`config.mk`:
```
export PLATFORM = sky130hd
export DESIGN_NAME = amcr_top
export DESIGN_NICKNAME = d
export VERILOG_FILES = /design/src/hdl/amcr_pkg.sv /design/src/hdl/amcr_word_fmt.sv /design/src/hdl/amcr_ready_pin.sv /design/src/hdl/amcr_top.sv
export SDC_FILE = /design/constraint.sdc
export NUM_CORES = 1
export LEC_CHECK = 0
export BUFFER_PORTS_ARGS = -buffer_cell sky130_fd_sc_hd__buf_2
export CAP_MARGIN = 40
export CORE_MARGIN = 2
export CORE_UTILIZATION = 45
export DETAILED_ROUTE_END_ITERATION = 10
export PLACE_DENSITY = 0.76
export SLEW_MARGIN = 30
export SYNTH_ARGS = -nofsm -noshare
export SYNTH_HDL_FRONTEND = slang
export SYNTH_SLANG_ARGS = --single-unit
```
`constraint.sdc`:
```
create_clock -name mclk -period 4.8 [get_ports mclk]
set_input_delay 0.48 -clock mclk [delete_from_list [all_inputs] [get_ports mclk]]
set_output_delay 0.48 -clock mclk [all_outputs]
set_load 0.005 [all_outputs]
```
`src/hdl/amcr_pkg.sv`:
```
`default_nettype none
package amcr_pkg;

    localparam int ADDR_W = 8;
    localparam int DATA_W = 16;
    localparam int NCH    = 6;
    localparam int IRQ_W  = 2;

    localparam logic [ADDR_W-1:0] MODE_ADDR     = 8'h02;
    localparam logic [ADDR_W-1:0] CHEN_ADDR     = 8'h03;
    localparam logic [ADDR_W-1:0] IRQ_STAT_ADDR = 8'h10;
    localparam logic [ADDR_W-1:0] IRQ_MASK_ADDR = 8'h11;

    localparam logic [DATA_W-1:0] MODE_RESET = 16'h0510;
    localparam logic [DATA_W-1:0] MODE_WMASK = 16'h3f1f;
    localparam logic [NCH-1:0]    CHEN_RESET = 6'h3f;
    localparam int                CHEN_LO    = 8;

    localparam int IRQ_READY = 0;
    localparam int IRQ_APPLY = 1;

    localparam logic [1:0] SRC_LAG = 2'h0;
    localparam logic [1:0] SRC_OR  = 2'h1;

    localparam int CLK_NS    = 20;
    localparam int PULSE_NS  = 80;
    localparam int PULSE_CYC = (PULSE_NS + CLK_NS - 1) / CLK_NS;

    typedef enum logic [1:0] {
        WS_16      = 2'h0,
        WS_24      = 2'h1,
        WS_32_PAD  = 2'h2,
        WS_32_SEXT = 2'h3
    } amcr_wsize_t;

    typedef struct packed {
        logic [1:0]  rsvd_hi;
        logic        reg_crc_en;
        logic        rx_crc_en;
        logic        crc_type;
        logic        reset_seen;
        amcr_wsize_t sample_word_size;
        logic [2:0]  rsvd_lo;
        logic        timeout_en;
        logic [1:0]  ready_pin_source_select;
        logic        ready_pin_idle_float;
        logic        ready_pin_active_format;
    } amcr_mode_t;

    typedef struct packed {
        logic        reg_crc_en;
        logic        rx_crc_en;
        logic        crc_type;
        amcr_wsize_t sample_word_size;
    } amcr_frame_cfg_t;

    typedef struct packed {
        logic [ADDR_W-1:0] addr;
        logic [DATA_W-1:0] wdata;
        logic              wr;
        logic              rd;
    } amcr_regreq_t;

    function automatic logic wr_hit(input amcr_regreq_t q, input logic [ADDR_W-1:0] a);
        return q.wr && (q.addr == a);
    endfunction : wr_hit

endpackage : amcr_pkg
`default_nettype wire

```
`src/hdl/amcr_word_fmt.sv`:
```
`default_nettype none
module amcr_word_fmt (
    input  wire logic                  mclk,
    input  wire logic                  rst,
    input  wire amcr_pkg::amcr_wsize_t word_size,
    input  wire logic [23:0]           sample_in,
    input  wire logic                  sample_valid,
    output logic [31:0]                word_out,
    output logic                       word_valid
);
    import amcr_pkg::*;

    // output word is left aligned with unused low bits zero, except WS_32_SEXT: right aligned, sign extended into the top byte
    always_ff @(posedge mclk) begin
        if (rst) begin
            word_out <= 32'h0000_0000;
        end else if (sample_valid) begin
            case (word_size)
                WS_16:      word_out <= {sample_in[23:8], 16'h0000};
                WS_24:      word_out <= {sample_in, 8'h00};
                WS_32_PAD:  word_out <= {sample_in, 8'h00};
                WS_32_SEXT: word_out <= {{8{sample_in[23]}}, sample_in};
                default:    word_out <= {sample_in, 8'h00};
            endcase
        end
    end

    always_ff @(posedge mclk) begin
        if (rst) begin
            word_valid <= 1'b0;
        end else begin
            word_valid <= sample_valid;
        end
    end
endmodule : amcr_word_fmt
`default_nettype wire

```
`src/hdl/amcr_ready_pin.sv`:
```
`default_nettype none
module amcr_ready_pin (
    input  wire logic mclk,
    input  wire logic rst,
    input  wire logic active,
    input  wire logic active_format,
    input  wire logic idle_float,
    output logic      pin_out,
    output logic      pin_oe_n
);
    import amcr_pkg::*;

    typedef enum logic [3:0] {
        PIN_IDLE  = 4'b0001,
        PIN_PULSE = 4'b0010,
        PIN_HOLD  = 4'b0100,
        PIN_DONE  = 4'b1000
    } amcr_pin_state_t;

    amcr_pin_state_t st_ff;
    amcr_pin_state_t nxt_st;
    logic [7:0]      cnt_ff;
    logic            drive_low;

    always_comb begin
        nxt_st = st_ff;
        case (st_ff)
            PIN_IDLE:  if (active) nxt_st = active_format ? PIN_PULSE : PIN_HOLD;
            PIN_PULSE: if (cnt_ff == 8'(PULSE_CYC - 1)) nxt_st = PIN_DONE;
            PIN_HOLD:  if (!active) nxt_st = PIN_IDLE;
            PIN_DONE:  if (!active) nxt_st = PIN_IDLE;
            default:   nxt_st = PIN_IDLE;
        endcase
    end

    assign drive_low = (nxt_st == PIN_PULSE) || (nxt_st == PIN_HOLD);

    always_ff @(posedge mclk) begin
        if (rst) begin
            st_ff <= PIN_IDLE;
        end else begin
            st_ff <= nxt_st;
        end
    end

    always_ff @(posedge mclk) begin
        if (rst || st_ff != PIN_PULSE) begin
            cnt_ff <= 8'h00;
        end else begin
            cnt_ff <= cnt_ff + 8'h01;
        end
    end

    // idle level is high or released; oe_n low means driven
    always_ff @(posedge mclk) begin
        if (rst) begin
            pin_out  <= 1'b1;
            pin_oe_n <= 1'b0;
        end else begin
            pin_out  <= !drive_low;
            pin_oe_n <= !drive_low && idle_float;
        end
    end
endmodule : amcr_ready_pin
`default_nettype wire

```
`src/hdl/amcr_top.sv`:
```
// The implementer's own choices: the placing of the registers and strobed register access.
`default_nettype none
module amcr_top (
    input  wire logic                      mclk,
    input  wire logic                      rst,
    input  wire amcr_pkg::amcr_regreq_t    reg_req,
    output logic [amcr_pkg::DATA_W-1:0]    reg_rdata,
    input  wire logic [amcr_pkg::NCH-1:0]  chan_ready,
    input  wire logic                      frame_done,
    input  wire logic [23:0]               sample_in,
    input  wire logic                      sample_valid,
    output logic [31:0]                    word_out,
    output logic                           word_valid,
    output amcr_pkg::amcr_frame_cfg_t      frame_cfg,
    output logic                           timeout_en,
    output logic                           data_ready_pin,
    output logic                           data_ready_pin_oe_n,
    output logic                           irq
);
    import amcr_pkg::*;

    localparam amcr_mode_t MODE_RST_T = amcr_mode_t'(MODE_RESET);

    localparam amcr_frame_cfg_t CFG_RESET = '{
        reg_crc_en:       MODE_RST_T.reg_crc_en,
        rx_crc_en:        MODE_RST_T.rx_crc_en,
        crc_type:         MODE_RST_T.crc_type,
        sample_word_size: MODE_RST_T.sample_word_size
    };

    amcr_mode_t      mode_ff;
    amcr_mode_t      nxt_mode;
    amcr_mode_t      wr_mode;
    logic [NCH-1:0]  chan_en_ff;
    logic [NCH-1:0]  chan_lvl_ff;
    logic [NCH-1:0]  chan_flag_ff;
    logic [NCH-1:0]  nxt_chan_flag;
    logic [NCH-1:0]  live_en;
    logic [NCH-1:0]  flag_en;
    logic            all_lagging;
    logic            src_active;
    logic            ready_active_ff;
    amcr_frame_cfg_t frame_cfg_ff;
    amcr_frame_cfg_t staged_cfg;
    logic            timeout_en_ff;
    logic [IRQ_W-1:0] irq_stat_ff;
    logic [IRQ_W-1:0] irq_mask_ff;
    logic [IRQ_W-1:0] irq_event;
    logic [IRQ_W-1:0] irq_clr;
    logic            irq_ff;
    logic [DATA_W-1:0] rdata_ff;
    logic [DATA_W-1:0] nxt_rdata;

    // mode register

    assign wr_mode = amcr_mode_t'(reg_req.wdata & MODE_WMASK);

    always_comb begin
        nxt_mode = mode_ff;
        if (wr_hit(reg_req, MODE_ADDR)) begin
            nxt_mode            = wr_mode;
            nxt_mode.reset_seen = mode_ff.reset_seen & wr_mode.reset_seen;
        end
    end

    always_ff @(posedge mclk) begin
        if (rst) begin
            mode_ff <= MODE_RST_T;
        end else begin
            mode_ff <= nxt_mode;
        end
    end

    // channel enables

    always_ff @(posedge mclk) begin
        if (rst) begin
            chan_en_ff <= CHEN_RESET;
        end else if (wr_hit(reg_req, CHEN_ADDR)) begin
            chan_en_ff <= reg_req.wdata[CHEN_LO +: NCH];
        end
    end

    // per-channel new data flags, cleared when a frame has carried them out

    always_ff @(posedge mclk) begin
        if (rst) begin
            chan_lvl_ff <= '0;
        end else begin
            chan_lvl_ff <= chan_ready;
        end
    end

    always_comb begin
        nxt_chan_flag = frame_done ? '0 : chan_flag_ff;
        nxt_chan_flag = nxt_chan_flag | (chan_ready & ~chan_lvl_ff);
    end

    always_ff @(posedge mclk) begin
        if (rst) begin
            chan_flag_ff <= '0;
        end else begin
            chan_flag_ff <= nxt_chan_flag;
        end
    end

    // ready source selection

    assign live_en     = chan_ready & chan_en_ff;
    assign flag_en     = chan_flag_ff & chan_en_ff;
    assign all_lagging = (chan_en_ff != '0) && ((chan_flag_ff | ~chan_en_ff) == '1);

    always_comb begin
        case (mode_ff.ready_pin_source_select)
            SRC_LAG: src_active = all_lagging;
            SRC_OR:  src_active = |live_en;
            default: src_active = |flag_en;
        endcase
    end

    always_ff @(posedge mclk) begin
        if (rst) begin
            ready_active_ff <= 1'b0;
        end else begin
            ready_active_ff <= src_active;
        end
    end

    amcr_ready_pin u_ready_pin (
        .mclk          (mclk),
        .rst           (rst),
        .active        (ready_active_ff),
        .active_format (mode_ff.ready_pin_active_format),
        .idle_float    (mode_ff.ready_pin_idle_float),
        .pin_out       (data_ready_pin),
        .pin_oe_n      (data_ready_pin_oe_n)
    );

    // frame settings: staged here, taken at the frame boundary; timeout_en follows the mode register one cycle later

    assign staged_cfg = '{
        reg_crc_en:       mode_ff.reg_crc_en,
        rx_crc_en:        mode_ff.rx_crc_en,
        crc_type:         mode_ff.crc_type,
        sample_word_size: mode_ff.sample_word_size
    };

    always_ff @(posedge mclk) begin
        if (rst) begin
            frame_cfg_ff <= CFG_RESET;
        end else if (frame_done) begin
            frame_cfg_ff <= staged_cfg;
        end
    end

    always_ff @(posedge mclk) begin
        if (rst) begin
            timeout_en_ff <= MODE_RST_T.timeout_en;
        end else begin
            timeout_en_ff <= mode_ff.timeout_en;
        end
    end

    amcr_word_fmt u_word_fmt (
        .mclk         (mclk),
        .rst          (rst),
        .word_size    (frame_cfg_ff.sample_word_size),
        .sample_in    (sample_in),
        .sample_valid (sample_valid),
        .word_out     (word_out),
        .word_valid   (word_valid)
    );

    // interrupt status, write one to clear, a new event wins

    always_comb begin
        irq_event            = '0;
        irq_event[IRQ_READY] = src_active && !ready_active_ff;
        irq_event[IRQ_APPLY] = frame_done && (staged_cfg != frame_cfg_ff);
    end

    assign irq_clr = wr_hit(reg_req, IRQ_STAT_ADDR) ? reg_req.wdata[IRQ_W-1:0] : '0;

    always_ff @(posedge mclk) begin
        if (rst) begin
            irq_stat_ff <= '0;
        end else begin
            irq_stat_ff <= (irq_stat_ff & ~irq_clr) | irq_event;
        end
    end

    always_ff @(posedge mclk) begin
        if (rst) begin
            irq_mask_ff <= '0;
        end else if (wr_hit(reg_req, IRQ_MASK_ADDR)) begin
            irq_mask_ff <= reg_req.wdata[IRQ_W-1:0];
        end
    end

    always_ff @(posedge mclk) begin
        if (rst) begin
            irq_ff <= 1'b0;
        end else begin
            irq_ff <= |(irq_stat_ff & irq_mask_ff);
        end
    end

    // read port: data stand only in the cycle after the strobe

    always_comb begin
        nxt_rdata = '0;
        if (reg_req.rd) begin
            case (reg_req.addr)
                MODE_ADDR:     nxt_rdata = mode_ff & MODE_WMASK;
                CHEN_ADDR:     nxt_rdata = DATA_W'(chan_en_ff) << CHEN_LO;
                IRQ_STAT_ADDR: nxt_rdata = DATA_W'(irq_stat_ff);
                IRQ_MASK_ADDR: nxt_rdata = DATA_W'(irq_mask_ff);
                default:       nxt_rdata = '0;
            endcase
        end
    end

    always_ff @(posedge mclk) begin
        if (rst) begin
            rdata_ff <= '0;
        end else begin
            rdata_ff <= nxt_rdata;
        end
    end

    assign reg_rdata  = rdata_ff;
    assign frame_cfg  = frame_cfg_ff;
    assign timeout_en = timeout_en_ff;
    assign irq        = irq_ff;
endmodule : amcr_top
`default_nettype wire

```
==> results.txt <==
----------------------------------------------------
[Placement]
  Final weighted congestion of routability-driven global placement ... around 0.85
  HPWL after DPL ... ~7000 microns
  Input/output buffers ... between 100 and 150
  Area after detailed placement ... 4664 sq um
  Place WS ... between 2 and 3 ns

[Pwr]
  Switch Pwr ... ~400 uW
  Total power density per cell area ... ~320 nW/um^2
  Part of the total power dissipated in combinational logic ... slightly above 8%
  Internal power ... between 1 and 1.5 mW
  Maximum ir drop on the vdd rail ... ~0.17 mV
  Overall power after layout ... 1.551 mW
  Sequential group share of total power ... between 50 and 60%
  Switching portion of total power ... between 20 and 30%
  Clock share of power ... approximately 37%
  Cell leakage power ... around 2.3 nW

[Clocking]
  Maximum buffer depth of the clock tree ... 2
  Hold buffer count at cts ... 0
  Post CTS Setup Buffer Count ... 0
  TritonCTS clock tree ... built
  Worst-skew pair later-pin latency ... between 0.3 and 0.4 ns
  CTS HTree Levels ... 3
  Clock tree sinks ... 99
  Root cell of the clock tree ... clkbuf_8
  CTS Buf Count ... 9
  Clock input transition at the sequential cells of the worst setup and hold paths ... 0.11 ns
  Post-cts gate resize count ... 0

[Route]
  Iteration-0 DRC Markers ... between 100 and 150
  Total number of vias ... around 3400
  Via count normalized by instance count ... 5.309
  Wirelength, routed ... between 9000 and 10000 microns
  Antenna-violating nets left ... 0
  Wire length per cell after detailed routing ... roughly 15 microns
  Router iterations before antenna repair ... 4
  Post-detailed-route DRC marker count ... 0

[Timing]
  Max transition margin ... between 40 and 50%
  TNS Setup ... 0 ns
  Highest achievable clock rate ... ~460 MHz
  Setup violations, final ... 0
  Final critical-path required period ... 2.181 ns
  Smallest hold slack ... 0.3183 ns
  Number of hold-slack violations in the final timing report ... 0
  Tightest Pin Transition ... slightly below 0.8 ns
  Fin worst setup slack ... 2.619 ns
  Number of max-slew violations in the final report ... 0
  Clock Skew ... ~0.0090 ns
  Setup repair after global routing missed its margin ... false
  Crit share post-route ... between 40 and 50%

[Yosys]
  Most instantiated cells after synthesis ... dfxtp_1, nor2_1, a21oi_1, nand2_1, mux2i_1
  Number of enable-type register cells in the synthesized netlist ... 0
  Share of synthesized area occupied by flip-flops and latches ... 47.88%
  Number of storage elements in the synthesis netlist ... a little under 100
  Number of warnings issued by yosys ... 0
  Synthesized area ... a little over 4000 sq um
  Most common cell in the synthesized netlist ... dfxtp_1
  Cell variety after synth ... 47
  Dominant register cell in the synthesized netlist ... dfxtp_1
  Per-instance average area after synthesis ... 9.364 sq um
  Top cells by area in the synthesized netlist ... dfxtp_1, mux2i_1, nor2_1
  Area fraction of the dominant cell type after synthesis ... a little under half
  Cell type contributing the most total cell area after synthesis ... dfxtp_1
  Number of instances in the synthesized netlist ... 442
  FFs w/ async S/R, synth ... 0%

[Critical path]
  Kind of capture point of the worst setup path ... register
  Required time at the worst-slack endpoint ... between 5 and 6 ns
  Startpoint type of the worst setup path ... register
  Arrival time at the worst endpoint ... 2.46 ns
  Series of cell instances along the critical path ... ha_1 > nor2b_1 > a21boi_2 > a211oi_1
  Slowest cell on the critical path ... nor2b_1
  Critical setup path kind ... register to register
  Max stage delay on crit path ... just under 0.6 ns
  Biggest fanout along the worst timing path ... 17

[GRT]
  Total congestion overflow ... 0
  Total global routing track utilization ... 19.32%
  First-pass GRT wire length ... about 16000 microns
  Maximum number of pins on one net before global-route repair ... 51
  Initial antenna violation count ... 0
  Via count of the first global-routing pass ... approximately 3300

[Final layout]
  Share of cells above drive strength 1 ... 25.42%
  Growth of design area from synthesis to finish ... 17.81%
  Cell area after layout ... roughly 4900 sq um
  Fill cell total of the finished layout ... 834
  Multi-input gate area in the final layout ... between 1500 and 2000 sq um
  Number of diodes added for antenna fixing ... 0
  Footprint of the flip-flops and latches ... 1982 sq um
  # nets final ... roughly 600

[Die]
  I/O Pins ... 118
  Initial Util ... 47.00%
  Die area ... about 10000 sq um
  Site Rows ... 34
  Floorplan core area ... slightly below 9000 sq um
  Chip width ... approximately 100 microns
  Die outline height ... 99.91 microns

[Run]
  Number of max-capacitance violations reported ... 0

[Min path]
  Min-Delay Path Class ... input pin to register

[Status]
  Run status ... finished, final reports clean

----------------------------------------------------
cells by family (layout without fill, tap and decap cells):
| kind of cell | after synthesis | in the layout | share of synthesized area [%] |
|---|---|---|---|
| buf+inv | 39 | 132 | 4.776 |
| xor+xnor | 14 | 14 | 2.963 |
| flops | 99 | 99 | 47.88 |
| simple gates | 173 | 173 | 21.92 |
| compound gates | 90 | 90 | 15.90 |
| mux | 23 | 23 | 5.562 |
| other cells | 1 | 5 | 0.09060 |
| fa+ha+maj | 3 | 3 | 0.9070 |
area by class of cell:
| class | instances | area share [%] |
|---|---|---|
| clock buffers | 9 | 2.540 |
| multi-input cells | 308 | 40.49 |
| inverters | 8 | 0.6159 |
| clock inverters | 7 | 1.796 |
| well taps | 108 | 2.771 |
| flip-flops and latches | 99 | 40.65 |
| repair buffers | 108 | 11.14 |
layout by cell type, fill, tap and decap left out, drive strengths merged, types with 3 or more instances in the layout:
master / netlist / layout
a211oi: 15 / 15
a21oi: 26 / 26
a22o: 10 / 10
a22oi: 18 / 18
and3: 8 / 8
buf: 19 / 108
clkbuf: 12 / 9
conb: 1 / 5
dfxtp: 99 / 99
ha: 3 / 3
inv: 8 / 13
mux2i: 23 / 23
nand2: 26 / 26
nand2b: 21 / 21
nand3: 16 / 16
nand4: 6 / 6
nor2: 59 / 59
nor2b: 23 / 23
nor3: 5 / 5
o21ai: 6 / 6
xnor2: 5 / 5
xor2: 9 / 9
path summary, 6_finish.rpt:
kind                start                 endpoint  slack, ns  cells past startpoint
max          frame_cfg[1]  u_word_fmt.word_out[29]       2.62                      4
max reg2reg  frame_cfg[1]  u_word_fmt.word_out[29]       2.62                      4
min reg2reg    mode_ff[1]     u_ready_pin.pin_oe_n       0.47                      2
min            reg_req[6]               mode_ff[4]       0.32                      3
stage by stage:
step | std cells | util [%]
floorplan | 446 | -
global placement | 631 | 52.97
detailed placement | 631 | 52.97
CTS | 647 | 55.37
global route | 647 | 55.37
finish | 647 | 55.37
critical path, delay by kind of cell, from the launching register on:
kind	cells	cell delay, ns
AND/OR/NAND/NOR	1	0.58
adder cells (fa/ha/maj)	1	0.57
AO/OA/AOI/OAI	2	0.50
flip-flops	1	0.44
sequential cells by signal (all words and copies together), names as in the netlist:
name,flops
irq_stat_ff,2
u_word_fmt.word_valid,1
chan_lvl_ff,6
irq,1
u_ready_pin.st_ff,4
u_word_fmt.word_out,32
irq_mask_ff,2
u_ready_pin.pin_out,1
chan_flag_ff,6
u_ready_pin.pin_oe_n,1
reg_rdata,11
mode_ff,11
chan_en_ff,6
timeout_en,1
u_ready_pin.cnt_ff,8
ready_active_ff,1
frame_cfg,5
power by group through the flow:
stage / clock network, mW / registers, mW / logic [mW]
after floorplan: 0 / 0.871 / 0.0730
after detailed placement: 0 / 0.872 / 0.129
after global routing: 0.610 / 0.856 / 0.142
after CTS: 0.583 / 0.853 / 0.130
final: 0.569 / 0.853 / 0.129
after global placement: 0 / 0.871 / 0.127
layer usage:
layer / routed length (microns) / up-vias / part of all wire (%) / global-route usage [%]
li1: - / 1713 / - / -
met1: 4332 / 1612 / 45 / 25.04
met2: 4472 / 101 / 47 / 31.50
met3: 622 / 9 / 6.5 / 4.526
met4: 116 / 0 / 1.2 / 7.271
met5: 0 / - / 0 / 0
No activity file was read; power rests on OpenSTA's default activity.
